===== src/design/dsgm_pkg.sv =====
// dsgm_pkg: register map, field layout, source codes and carrier types
// of the keying mixer.
// Assumes one core clock; each 8-bit register sits in the low byte of
// an aligned 32-bit word.
package dsgm_pkg;
    // register byte offsets
    localparam logic [3:0] DSGM_OFS_CTRL = 4'h0;
    localparam logic [3:0] DSGM_OFS_SRC = 4'h4;
    localparam logic [3:0] DSGM_OFS_HIGH_CARRIER = 4'h8;
    localparam logic [3:0] DSGM_OFS_LOW_CARRIER = 4'hC;
    // modulator_control fields
    localparam int DSGM_CTRL_EN = 7;
    localparam int DSGM_CTRL_OE = 6;
    localparam int DSGM_CTRL_SLR = 5;
    localparam int DSGM_CTRL_INV = 4;
    localparam int DSGM_CTRL_OUT = 3;
    localparam int DSGM_CTRL_SW = 0;
    // data_source_register fields
    localparam int DSGM_SRC_PDIS = 7;
    // reset values and writable masks
    localparam logic [7:0] DSGM_CTRL_RST = 8'h20;
    localparam logic [7:0] DSGM_SRC_RST = 8'h00;
    localparam logic [7:0] DSGM_CAR_RST = 8'h00;
    localparam logic [7:0] DSGM_CTRL_WMASK = 8'hF1;
    localparam logic [7:0] DSGM_SRC_WMASK = 8'h8F;
    localparam logic [7:0] DSGM_CAR_WMASK = 8'hEF;
    // modulator source codes
    localparam logic [3:0] DSGM_MS_SW = 4'h0;
    localparam logic [3:0] DSGM_MS_PIN = 4'h1;
    localparam logic [3:0] DSGM_MS_PWM = 4'h2;
    localparam logic [3:0] DSGM_MS_CMP = 4'h6;
    localparam logic [3:0] DSGM_MS_SPI = 4'h8;
    localparam logic [3:0] DSGM_MS_UART = 4'hA;
    // carrier source codes
    localparam logic [3:0] DSGM_CS_GND = 4'h0;
    localparam logic [3:0] DSGM_CS_PIN1 = 4'h1;
    localparam logic [3:0] DSGM_CS_PIN2 = 4'h2;
    localparam logic [3:0] DSGM_CS_REF = 4'h3;
    localparam logic [3:0] DSGM_CS_PWM = 4'h4;

    // carrier register layout, msb first as stored
    typedef struct packed {
        logic pin_disable;
        logic invert;
        logic sync;
        logic unused;
        logic [3:0] sel;
    } dsgm_car_t;

    // every signal the mixer can choose from, in the core clock domain
    typedef struct packed {
        logic pwm;
        logic spi;
        logic cmp;
        logic uart;
        logic ref_clk;
        logic pin_data;
        logic pin_c1;
        logic pin_c2;
    } dsgm_src_t;

    // per-peripheral request to release its default output pin
    typedef struct packed {
        logic pwm;
        logic spi;
        logic cmp;
        logic uart;
        logic ref_clk;
    } dsgm_inhibit_t;
endpackage


===== src/design/dsgm_top.sv =====
// dsgm_top: keying mixer with its four registers on an Avalon-MM slave.
// Assumes peripheral sources run on core_clk; the comparator and the three
// input pins are asynchronous and are synchronised here.
//
// Decided for this implementation: the Avalon-MM register port and the address map.
`timescale 1ns/1ps
`default_nettype none
module dsgm_top
    import dsgm_pkg::*;
#(
    parameter int ADDR_W = 4
)(
    input wire logic core_clk,
    input wire logic rst_n,
    input wire logic ce,
    input wire logic [ADDR_W-1:0] avs_address,
    input wire logic avs_read,
    input wire logic avs_write,
    input wire logic [31:0] avs_writedata,
    input wire logic [3:0] avs_byteenable,
    output logic [31:0] avs_readdata,
    output logic avs_waitrequest,
    input wire logic pwm_out,
    input wire logic spi_data_out,
    input wire logic cmp_out,
    input wire logic uart_tx,
    input wire logic reference_clock_output,
    input wire logic data_input_pin,
    input wire logic carrier_input_pin_one,
    input wire logic carrier_input_pin_two,
    output logic keyed_pin,
    output logic slew_limit,
    output dsgm_inhibit_t periph_pin_inhibit
);
    if (ADDR_W < 4)
    begin : g_addr_check
        $error("ADDR_W must reach the highest register offset");
    end

    ////////////////////////////////////////////////////////////////////////
    // input synchronisers

    logic [3:0] async_in;
    logic [3:0] meta_r;
    logic [3:0] sync_r;

    assign async_in = {cmp_out, data_input_pin, carrier_input_pin_one,
                       carrier_input_pin_two};

    // two flops per asynchronous input; the first feeds only the second
    for (genvar i = 0; i < 4; i++)
    begin : g_sync
        always_ff @(posedge core_clk)
        begin
            if (!rst_n)
            begin
                meta_r[i] <= 1'b0;
                sync_r[i] <= 1'b0;
            end
            else if (ce)
            begin
                meta_r[i] <= async_in[i];
                sync_r[i] <= meta_r[i];
            end
        end
    end

    dsgm_src_t src;

    // sources keep running without a bus clock, so sleep changes nothing
    always_comb
    begin
        src.pwm = pwm_out;
        src.spi = spi_data_out;
        src.cmp = sync_r[3];
        src.uart = uart_tx;
        src.ref_clk = reference_clock_output;
        src.pin_data = sync_r[2];
        src.pin_c1 = sync_r[1];
        src.pin_c2 = sync_r[0];
    end

    ////////////////////////////////////////////////////////////////////////
    // registers and bus slave

    logic [7:0] ctrl_r;
    logic [7:0] src_r;
    dsgm_car_t high_carrier_r;
    dsgm_car_t low_carrier_r;
    logic wait_r;
    logic [31:0] rdata_r;
    logic [7:0] rd_byte;
    logic wr_go;
    logic mix;

    // a write lands at the edge where the master sees waitrequest low
    assign wr_go = ce && avs_write && !wait_r && avs_byteenable[0];

    // one wait cycle for every access, then one cycle of waitrequest low
    always_ff @(posedge core_clk)
    begin
        if (!rst_n)
            wait_r <= 1'b1;
        else if (ce)
            wait_r <= !((avs_read || avs_write) && wait_r);
    end

    // read word sampled while waitrequest is still high
    always_ff @(posedge core_clk)
    begin
        if (!rst_n)
            rdata_r <= 32'h00000000;
        else if (ce && avs_read && wait_r)
            rdata_r <= {24'h000000, rd_byte};
    end

    // unmapped offsets read zero and ignore writes
    always_comb
    begin
        rd_byte = 8'h00;
        case (avs_address)
            ADDR_W'(DSGM_OFS_CTRL):
            begin
                rd_byte = ctrl_r;
                rd_byte[DSGM_CTRL_OUT] = mix;
            end
            ADDR_W'(DSGM_OFS_SRC): rd_byte = src_r;
            ADDR_W'(DSGM_OFS_HIGH_CARRIER): rd_byte = high_carrier_r;
            ADDR_W'(DSGM_OFS_LOW_CARRIER): rd_byte = low_carrier_r;
            default: rd_byte = 8'h00;
        endcase
    end

    // clearing the enable touches no selection register
    always_ff @(posedge core_clk)
    begin
        if (!rst_n)
        begin
            ctrl_r <= DSGM_CTRL_RST;
            src_r <= DSGM_SRC_RST;
            high_carrier_r <= DSGM_CAR_RST;
            low_carrier_r <= DSGM_CAR_RST;
        end
        else if (wr_go)
        begin
            if (avs_address == ADDR_W'(DSGM_OFS_CTRL))
                ctrl_r <= avs_writedata[7:0] & DSGM_CTRL_WMASK;
            if (avs_address == ADDR_W'(DSGM_OFS_SRC))
                src_r <= avs_writedata[7:0] & DSGM_SRC_WMASK;
            if (avs_address == ADDR_W'(DSGM_OFS_HIGH_CARRIER))
                high_carrier_r <= avs_writedata[7:0] & DSGM_CAR_WMASK;
            if (avs_address == ADDR_W'(DSGM_OFS_LOW_CARRIER))
                low_carrier_r <= avs_writedata[7:0] & DSGM_CAR_WMASK;
        end
    end

    assign avs_waitrequest = wait_r;
    assign avs_readdata = rdata_r;

    ////////////////////////////////////////////////////////////////////////
    // source selection

    logic enable;
    logic mod;
    logic high_carrier;
    logic low_carrier;

    assign enable = ctrl_r[DSGM_CTRL_EN];

    // disabled: software bit is the modulator whatever the field holds
    always_comb
    begin
        mod = 1'b0;
        if (!enable)
            mod = ctrl_r[DSGM_CTRL_SW];
        else
        begin
            case (src_r[3:0])
                DSGM_MS_SW: mod = ctrl_r[DSGM_CTRL_SW];
                DSGM_MS_PIN: mod = src.pin_data;
                DSGM_MS_PWM: mod = src.pwm;
                DSGM_MS_CMP: mod = src.cmp;
                DSGM_MS_SPI: mod = src.spi;
                DSGM_MS_UART: mod = src.uart;
                default: mod = 1'b0;
            endcase
        end
    end

    // high and low carriers decoded independently
    dsgm_car_sel #(.LOW_SIDE(1'b0)) u_high_carrier (
        .active(enable),
        .cfg(high_carrier_r),
        .src(src),
        .carrier(high_carrier)
    );
    dsgm_car_sel #(.LOW_SIDE(1'b1)) u_low_carrier (
        .active(enable),
        .cfg(low_carrier_r),
        .src(src),
        .carrier(low_carrier)
    );

    dsgm_keyer u_keyer (
        .core_clk(core_clk),
        .rst_n(rst_n),
        .ce(ce),
        .active(enable),
        .mod(mod),
        .high_carrier(high_carrier),
        .low_carrier(low_carrier),
        .sync_h(high_carrier_r.sync),
        .sync_l(low_carrier_r.sync),
        .use_high_r(),
        .mix_r(mix)
    );

    ////////////////////////////////////////////////////////////////////////
    // pin side

    logic pin_r;
    dsgm_inhibit_t inh_nxt;
    dsgm_inhibit_t inh_r;
    logic ms_dis;

    // a disabled mixer has no output, so the pin also rests low then
    always_ff @(posedge core_clk)
    begin
        if (!rst_n)
            pin_r <= 1'b0;
        else if (ce)
            pin_r <= enable && ctrl_r[DSGM_CTRL_OE]
                     && (mix ^ ctrl_r[DSGM_CTRL_INV]);
    end

    assign ms_dis = src_r[DSGM_SRC_PDIS];

    // pin release follows the bits even while the mixer is disabled
    always_comb
    begin
        inh_nxt.pwm = (ms_dis && src_r[3:0] == DSGM_MS_PWM)
                      || (high_carrier_r.pin_disable && high_carrier_r.sel == DSGM_CS_PWM)
                      || (low_carrier_r.pin_disable && low_carrier_r.sel == DSGM_CS_PWM);
        inh_nxt.spi = ms_dis && src_r[3:0] == DSGM_MS_SPI;
        inh_nxt.cmp = ms_dis && src_r[3:0] == DSGM_MS_CMP;
        inh_nxt.uart = ms_dis && src_r[3:0] == DSGM_MS_UART;
        inh_nxt.ref_clk = (high_carrier_r.pin_disable && high_carrier_r.sel == DSGM_CS_REF)
                          || (low_carrier_r.pin_disable && low_carrier_r.sel == DSGM_CS_REF);
    end

    always_ff @(posedge core_clk)
    begin
        if (!rst_n)
            inh_r <= '0;
        else if (ce)
            inh_r <= inh_nxt;
    end

    assign keyed_pin = pin_r;
    assign slew_limit = ctrl_r[DSGM_CTRL_SLR];
    assign periph_pin_inhibit = inh_r;
endmodule
`default_nettype wire


===== src/design/dsgm_car_sel.sv =====
// dsgm_car_sel: decodes one carrier selection field into a carrier level.
// Assumes sources are already in the core clock domain.
`timescale 1ns/1ps
`default_nettype none
module dsgm_car_sel
    import dsgm_pkg::*;
#(
    parameter bit LOW_SIDE = 1'b0
)(
    input wire logic active,
    input wire dsgm_car_t cfg,
    input wire dsgm_src_t src,
    output logic carrier
);
    logic raw;

    // the low carrier has no path to the second carrier pin
    always_comb
    begin
        raw = 1'b0;
        case (cfg.sel)
            DSGM_CS_GND: raw = 1'b0;
            DSGM_CS_PIN1: raw = src.pin_c1;
            DSGM_CS_PIN2: raw = LOW_SIDE ? 1'b0 : src.pin_c2;
            DSGM_CS_REF: raw = src.ref_clk;
            DSGM_CS_PWM: raw = src.pwm;
            default: raw = 1'b0;
        endcase
    end

    // a disabled mixer sees ground, and while disabled that ground is not inverted
    assign carrier = active & (raw ^ cfg.invert);
endmodule
`default_nettype wire


===== src/design/dsgm_keyer.sv =====
// dsgm_keyer: picks high or low carrier from the modulator, with optional
// wait for the current carrier's falling edge before a switch.
// Assumes all inputs are in the core clock domain.
`timescale 1ns/1ps
`default_nettype none
module dsgm_keyer (
    input wire logic core_clk,
    input wire logic rst_n,
    input wire logic ce,
    input wire logic active,
    input wire logic mod,
    input wire logic high_carrier,
    input wire logic low_carrier,
    input wire logic sync_h,
    input wire logic sync_l,
    output logic use_high_r,
    output logic mix_r
);
    logic use_high_nxt;
    logic high_carrier_prev_r;
    logic low_carrier_prev_r;
    logic fall_h;
    logic fall_l;

    assign fall_h = high_carrier_prev_r & ~high_carrier;
    assign fall_l = low_carrier_prev_r & ~low_carrier;

    // a carrier stuck low never falls, so sync on it stalls the switch
    always_comb
    begin
        use_high_nxt = use_high_r;
        if (!active)
            use_high_nxt = mod;
        else if (mod != use_high_r)
        begin
            // stay on the current carrier only while its sync waits for a fall
            if (use_high_r)
                use_high_nxt = sync_h && !fall_h;
            else
                use_high_nxt = !(sync_l && !fall_l);
        end
    end

    // selection and mixed level, registered together
    always_ff @(posedge core_clk)
    begin
        if (!rst_n)
        begin
            use_high_r <= 1'b0;
            high_carrier_prev_r <= 1'b0;
            low_carrier_prev_r <= 1'b0;
            mix_r <= 1'b0;
        end
        else if (ce)
        begin
            use_high_r <= use_high_nxt;
            high_carrier_prev_r <= high_carrier;
            low_carrier_prev_r <= low_carrier;
            mix_r <= use_high_nxt ? high_carrier : low_carrier;
        end
    end
endmodule
`default_nettype wire


===== config.mk =====
export PLATFORM = sky130hd
export DESIGN_NAME = dsgm_top
export DESIGN_NICKNAME = d
export VERILOG_FILES = /design/src/design/dsgm_pkg.sv /design/src/design/dsgm_top.sv /design/src/design/dsgm_car_sel.sv /design/src/design/dsgm_keyer.sv
export SDC_FILE = /design/constraint.sdc
export NUM_CORES = 1
export LEC_CHECK = 0
export BUFFER_PORTS_ARGS = -buffer_cell sky130_fd_sc_hd__buf_2
export CORE_UTILIZATION = 46
export CTS_CLUSTER_DIAMETER = 40
export DETAILED_ROUTE_END_ITERATION = 10
export GPL_ROUTABILITY_DRIVEN = 1
export PLACE_DENSITY = 0.76
export SLEW_MARGIN = 25
export SYNTH_ARGS = -nofsm -noshare
export SYNTH_HDL_FRONTEND = slang
export SYNTH_HIERARCHICAL = 1
export SYNTH_SLANG_ARGS = --single-unit

===== constraint.sdc =====
create_clock -name core_clk -period 1.95 [get_ports core_clk]
set_input_delay 0.4875 -clock core_clk [delete_from_list [all_inputs] [get_ports core_clk]]
set_output_delay 0.4875 -clock core_clk [all_outputs]
set_load 0.01 [all_outputs]

# Word level (Yosys, flattened, before mapping)
# Index checks and enable logic that the tools add are counted.
[word_totals] reg_bits=51 latch_bits=0 ramBits=0 mem_bits_ro=0 elab_cells=97 mem_count=0
[classes] addsub=0 n_mul=0 n_div=0 order_cmp=0 eq_ne=16 shift=0 n_mux=9 bitwise=9 reduce_logical=33
[op_table] cell="one-hot mux 8 bit (4 select lines)" n=1
[op_table] cell="logical AND 1 bit" n=18
[op_table] cell="equality test 4 x 2 -> 1 bit (second input constant)" n=4
[op_table] cell="equality test 4 x 3 -> 1 bit (second input constant)" n=4
[op_table] cell="equality test 4 bit (second input constant)" n=4
[op_table] cell="equality test 4 x 1 -> 1 bit (second input constant)" n=3
[op_table] cell="zero test 4 bit" n=2
[op_table] cell="AND reduction 2 bit" n=4
[op_table] cell="one-hot mux 1 bit (6 select lines)" n=1
[op_table] cell="zero test 1 bit" n=5
[op_table] cell="2-to-1 mux 1 bit" n=5
[op_table] cell="AND 1 bit" n=4
[op_table] cell="logical OR 1 bit" n=4
[op_table] cell="one-hot mux 1 bit (4 select lines)" n=1
[op_table] cell="one-hot mux 1 bit (3 select lines)" n=1
[op_table] cell="bitwise XOR 1 bit" n=3
[op_table] cell="NOT 1 bit" n=2
[op_table] cell="inequality test 1 bit" n=1

# Longest topological paths before layout
[logic_depth] word_depth=13 ltp_mapped=8 ltp_nobuf=8

# Cells and area by module
# Netlist, hierarchy kept.
[modules_own_cells] module="dsgm_top" instances=1 cells_per_inst=258 area_per_inst_um2=2408.6 seq_area_each_um2=940.9
[modules_own_cells] module="dsgm_keyer" instances=1 cells_per_inst=22 area_per_inst_um2=232.7 seq_area_each_um2=80.1
[modules_own_cells] module="dsgm_car_sel (u_high_carrier)" instances=1 cells_per_inst=10 area_per_inst_um2=72.6 seq_area_each_um2=0.0
[modules_own_cells] module="dsgm_car_sel (u_low_carrier)" instances=1 cells_per_inst=8 area_per_inst_um2=56.3 seq_area_each_um2=0.0

# Worst setup path before layout
# Ideal clock, no wire load.
[synth_timing] path_type="reg-to-reg" startpoint="register src_r[1]" endpoint="register u_keyer.mix_r" arrival_ps=1698 required_ps=1822 slack_ps=124 path_stages_with_launch=8 n_path_buf=1 synth_period_minus_slack_ps=1826 cell_sequence="dfxtp_1 > clkbuf_1 > mux2_2 > a32oi_1 > o221ai_1 > a31oi_4 > a2bb2oi_2 > o211ai_2"
[synth_between] elab_chain_len=7 elab_cells_between_ends=12 classes_between="eq/ne (6); mux (5); reduce/logical (1)"
[synth_lines] element="from (decl)" line_no="dsgm_top.sv:87" source="logic [7:0] src_r;"
[synth_lines] element="from (signal assigned)" line_no="dsgm_top.sv:149" source="src_r <= avs_writedata[7:0] & DSGM_SRC_WMASK;"
[synth_lines] element="equality test 4 bit, or another cell as far along" line_no="dsgm_top.sv:178" source="case (src_r[3:0])"
[synth_lines] element="one-hot mux 1 bit (6 select lines) (*)" line_no="dsgm_top.sv:178"
[synth_lines] element="2-to-1 mux 1 bit (*)" line_no="dsgm_top.sv:174" source="if (!enable)"
[synth_lines] element="named net mod" line_no="dsgm_top.sv:164" source="logic mod;"
[synth_lines] element="inequality test 1 bit" line_no="dsgm_keyer.sv:34" source="else if (mod != use_high_r)"
[synth_lines] element="2-to-1 mux 1 bit" line_no="dsgm_keyer.sv:34"
[synth_lines] element="2-to-1 mux 1 bit (*)" line_no="dsgm_keyer.sv:32" source="if (!active)"
[synth_lines] element="2-to-1 mux 1 bit (*)" line_no="dsgm_keyer.sv:59" source="mix_r <= use_high_nxt ? high_carrier : low_carrier;"
[synth_lines] element="to (signal assigned)" line_no="dsgm_keyer.sv:59"
[synth_lines] element="to (decl)" line_no="dsgm_keyer.sv:17" source="output logic mix_r"
# Mark *: on every way through the listed nets, which the timed path passes. The rest lies on a longest branch.
# A chain may end at the register's enable or synchronous reset.

# Worst setup path after layout
[layout_timing] startpoint="register high_carrier_r[1] (netlist name)" endpoint="register u_keyer.mix_r"
[layout_between] elab_chain_len=12 elab_cells_between_ends=15 classes_between="eq/ne (4); mux (5); bitwise (4); reduce/logical (2)"
[layout_lines] element="from (decl)" line_no="dsgm_top.sv:88" source="dsgm_car_t high_carrier_r;"
[layout_lines] element="from (signal assigned)" line_no="dsgm_top.sv:151" source="high_carrier_r <= avs_writedata[7:0] & DSGM_CAR_WMASK;"
[layout_lines] element="equality test 4 x 3 -> 1 bit, or another cell as far along" line_no="dsgm_car_sel.sv:21" source="case (cfg.sel)"
[layout_lines] element="one-hot mux 1 bit (4 select lines) (*)" line_no="dsgm_car_sel.sv:21"
[layout_lines] element="bitwise XOR 1 bit (*)" line_no="dsgm_car_sel.sv:32" source="assign carrier = active & (raw ^ cfg.invert);"
[layout_lines] element="AND 1 bit (*)" line_no="dsgm_car_sel.sv:32"
[layout_lines] element="named net high_carrier" line_no="dsgm_top.sv:165" source="logic high_carrier;"
[layout_lines] element="NOT 1 bit" line_no="dsgm_keyer.sv:25" source="assign fall_h = high_carrier_prev_r & ~high_carrier;"
[layout_lines] element="AND 1 bit" line_no="dsgm_keyer.sv:25"
[layout_lines] element="zero test 1 bit" line_no="dsgm_keyer.sv:38" source="use_high_nxt = sync_h && !fall_h;"
[layout_lines] element="logical AND 1 bit" line_no="dsgm_keyer.sv:38"
[layout_lines] element="2-to-1 mux 1 bit" line_no="dsgm_keyer.sv:37" source="if (use_high_r)"
[layout_lines] element="2-to-1 mux 1 bit" line_no="dsgm_keyer.sv:34"
[layout_lines] element="2-to-1 mux 1 bit" line_no="dsgm_keyer.sv:32"
[layout_lines] element="2-to-1 mux 1 bit (*)" line_no="dsgm_keyer.sv:59"
# Marks and branches as above.

==> impl_metrics.sql <==
INSERT INTO impl_metrics (metric_group, metric, value, unit) VALUES
('routing', 'drt-pass1-iter-count', '4', ''),
('sta', 'setup_viol_count_final', '0', ''),
('worst_setup_path', 'critical_path.startpoint_type', 'register', ''),
('yosys', 'yosys_most_used_dff', 'dfxtp_1', ''),
('cts', 'cts.path.max_buffers', '2', ''),
('worst_setup_path', 'timing.critical_path.slowest_stage_cell', 'dfxtp_2', ''),
('die', 'num_rows', '27', ''),
('worst_setup_path', 'worst_path_largest_cell_delay', '0.35', 'ns'),
('routing', 'routed-via-count', '2319', ''),
('finish', 'antenna_cells', '0', ''),
('finish', 'area_growth_syn_to_layout', '12.38', '%'),
('cts', 'clock_sink_count', '51', ''),
('yosys', 'synthesized_area_per_cell', '9.296', 'um^2'),
('sta', 'hold_violations', '0', ''),
('worst_setup_path', 'cell_chain_of_the_critical_path', 'nand3b_1, a21o_1, a31oi_4, mux2i_2, nand2b_4, a31oi_4, o2111ai_2, o211ai_2', ''),
('worst_setup_path', 'rr_worst_depth', '8', ''),
('placed_design', 'place_congestion', '0.8580', ''),
('pwr', 'power_leakage', '1.199', 'nW'),
('worst_hold_path', 'holdCritPathClass', 'primary input to register', ''),
('worst_setup_path', 'cp-end-kind', 'register', ''),
('pwr', 'power.density', '581.9', 'mW/mm^2'),
('placed_design', 'dp.final_hpwl', '4516', 'um'),
('cts', 'clock_tree.htree_level_count', '2', ''),
('placed_design', 'preCtsSetupSlack', '-0.07638', 'ns'),
('worst_setup_path', 'critPathMostFrequentCell', 'a31oi_4', ''),
('finish', 'drive_gt1_share', '23.77', '%'),
('sta', 'rsz0062_at_grt', 'yes', ''),
('worst_setup_path', 'timing.critical_path.fanout_max', '6', ''),
('cts', 'clkLatencyLatePin', '0.30', 'ns'),
('yosys', 'synth_seq_cells', '51', ''),
('global_route', 'grt.total_usage', '20.60', '%'),
('run_status', 'status', 'complete, no violations', ''),
('worst_setup_path', 'worst_path_top_cell_family_by_delay', 'compound AO/OA/AOI/OAI gates', ''),
('routing', 'ant_nets', '0', ''),
('worst_setup_path', 'path_class', 'register to register', ''),
('sta', 'fin_setup_tns', '0', 'ns'),
('flow_run', 'timing.max_cap.violations', '0', ''),
('placed_design', 'post_dp_cell_area', '0.003012', 'mm^2'),
('sta', 'final_min_period_over_clock_period', '96.66', '%'),
('placed_design', 'portBuffers', '41', ''),
('die', 'die_w', '79.60', 'um'),
('worst_setup_path', 'worst_setup_path_startpoint', 'high_carrier_r[1]$_SDFFE_PN0P_', ''),
('finish', 'layout_net_count', '399', ''),
('finish', 'fillerInstances', '531', ''),
('cts', 'clock_tree.root_cell', 'clkbuf_8', ''),
('routing', 'finalWirelength', '6086', 'um'),
('sta', 'setup_slack', '0.06518', 'ns'),
('worst_setup_path', 'crit_buf_inv', '0', ''),
('yosys', 'synth_async_sr_flop_share', '0', '%'),
('global_route', 'grt_pass1_vias', '2070', ''),
('cts', 'tritoncts.num_buffers', '5', ''),
('pwr', 'design_power_total', '1.811', 'mW'),
('die', 'ioPinCount', '93', ''),
('sta', 'period_minus_slack', '1.885', 'ns'),
('routing', 'wl_per_cell', '14.59', 'um'),
('worst_setup_path', 'r2r_setup_slack', '0.07', 'ns'),
('global_route', 'grt_max_degree', '34', ''),
('yosys', 'synthCells', '298', ''),
('routing', 'initialDrtViolationCount', '242', ''),
('yosys', 'ys.warnings.count', '6', ''),
('worst_setup_path', 'worst-endpoint-arrival', '2.07', 'ns'),
('worst_setup_path', 'critical_path.endpoint', 'u_keyer/mix_r$_SDFFE_PN0P_', ''),
('sta', 'worstMarginPinSlew', '0.5598', 'ns'),
('die', 'core-area', '0.005642', 'mm^2'),
('cts', 'clk_transition_reported_paths', '0.08', 'ns'),
('yosys', 'mappedNetlistArea', '0.002770', 'mm^2'),
('die', 'die_area', '0.006336', 'mm^2'),
('routing', 'drc', '0', ''),
('finish', 'post-route-cell-area', '0.003113', 'mm^2'),
('pwr', 'irDropWorstVdd', '313.5', 'uV'),
('sta', 'slew-limit-headroom', '62.48', '%');
-- flip-flops by register name, summed over array words and instances, names as in the netlist --
name	flops
u_keyer/use_high_r	1
periph_pin_inhibit	5
src_r	5
avs_waitrequest	1
avs_readdata	8
meta_r	4
ctrl_r	5
u_keyer/mix_r	1
high_carrier_r	7
u_keyer/low_carrier_prev_r	1
low_carrier_r	7
src	4
keyed_pin	1
u_keyer/high_carrier_prev_r	1
-- per-stage QoR --
| step | instances | hold WS, ns |
|---|---|---|
| 2_1_floorplan | 321 | 0.4425 |
| 3_3_place_gp | 410 | 0.4483 |
| 3_5_place_dp | 410 | 0.4467 |
| 4_1_cts | 417 | 0.4398 |
| 5_1_grt | 417 | 0.4600 |
| 6_report | 417 | 0.4444 |
-- power by group --
| group | leakage (nW) | total (mW) | switching [mW] | internal (mW) |
|---|---|---|---|---|
| sequential | 0.414 | 1.06 | 0.00869 | 1.05 |
| combinational | 0.748 | 0.179 | 0.110 | 0.0694 |
| clock | 0.0371 | 0.569 | 0.329 | 0.240 |
-- cells by family (layout without fill, tap and decap cells) --
logic type | after synthesis | count (layout) | share of synthesized area (%)
buffers and inverters | 46 | 70 | 10.34
xor gates and xnor gates | 1 | 1 | 0.3162
muxes | 33 | 33 | 12.01
AOI/OAI and AO/OA | 66 | 66 | 18.34
other | 1 | 24 | 0.1354
and+or+nand+nor | 100 | 100 | 22.00
DFF | 51 | 51 | 36.86
-- routing by layer --
metal | GRT usage, % | part of all wire [%] | up-vias
met5 | 0 | 0 | -
met4 | 6.000 | 1.1 | 0
met3 | 3.429 | 6.5 | 7
met2 | 34.19 | 48 | 92
met1 | 27.23 | 44 | 1098
li1 | - | - | 1122
-- area by class of cell --
class	instances	area [um^2]	share of cell area, %
multi-input combinational	224	1568	50.36
sequential	51	1023	32.88
timing repair buffer	59	340.3	10.93
tap	72	90.09	2.894
clock buffer	6	72.57	2.331
inverter	5	18.77	0.6029
-- synthesized netlist by cell type, drive strengths merged, types with 3 or more instances --
cell     instances  area, um^2
dfxtp           51        1021
buf             31       229.0
mux2i           31       310.3
nand2           25       93.84
o21ai           19       98.85
nand3           18       90.09
nor2b           18       112.6
a21boi          13       97.60
clkbuf          10       38.78
nand2b           7       51.30
a31oi            5       52.55
inv              5       18.77
a22o             4       35.03
and3             4       25.02
nand4b           4       35.03
nor2             4       15.01
o2bb2ai          4       35.03
nor4bb           3       36.29
o22ai            3       25.02
-- what timing repair did --
action | in CTS | in global routing
gates resized for setup | 2 | 3
pin swaps | 0 | 0
hold buffers | 0 | 0
endpoints found under the setup margin | 1 | 2
setup buffers | 1 | 0
-- worst min-delay path, delay by kind of cell --
kind	cells	cell delay, ns
buf+inv	1	0.07
mux	1	0.05
simple gates	1	0.09
-- placed cells by master, fill, tap and decap left out, types with 3 or more instances in the layout --
cell type   n
a31oi_1     3
dfxtp_1    49
nand2_1    25
buf_2      41
nor2_1      4
nor2b_1    18
conb_1     24
inv_1       5
buf_4      18
nand3_1    18
nand2b_1    6
o21ai_1     4
a21boi_1   12
o21ai_0    14
o2bb2ai_1   4
and3_1      4
clkbuf_8    5
a22o_1      4
nand4b_1    4
mux2i_1    30
-- worst min path at each step --
stage	startpoint	endpoint	slack, ns	cells after the start
floorplan	high_carrier_r[7]$_SDFFE_PN0P_	high_carrier_r[7]$_SDFFE_PN0P_	0.44	2
global placement	avs_readdata[6]$_SDFFE_PN0P_	avs_readdata[6]$_SDFFE_PN0P_	0.45	1
detailed placement	avs_readdata[6]$_SDFFE_PN0P_	avs_readdata[6]$_SDFFE_PN0P_	0.45	1
CTS	avs_writedata[5]	ctrl_r[5]$_SDFFE_PN1P_	0.44	3
global route	avs_writedata[2]	low_carrier_r[2]$_SDFFE_PN0P_	0.46	3
finish	carrier_input_pin_one	meta_r[1]$_SDFFE_PN0P_	0.44	3
No activity file was read; power rests on OpenSTA's default activity.
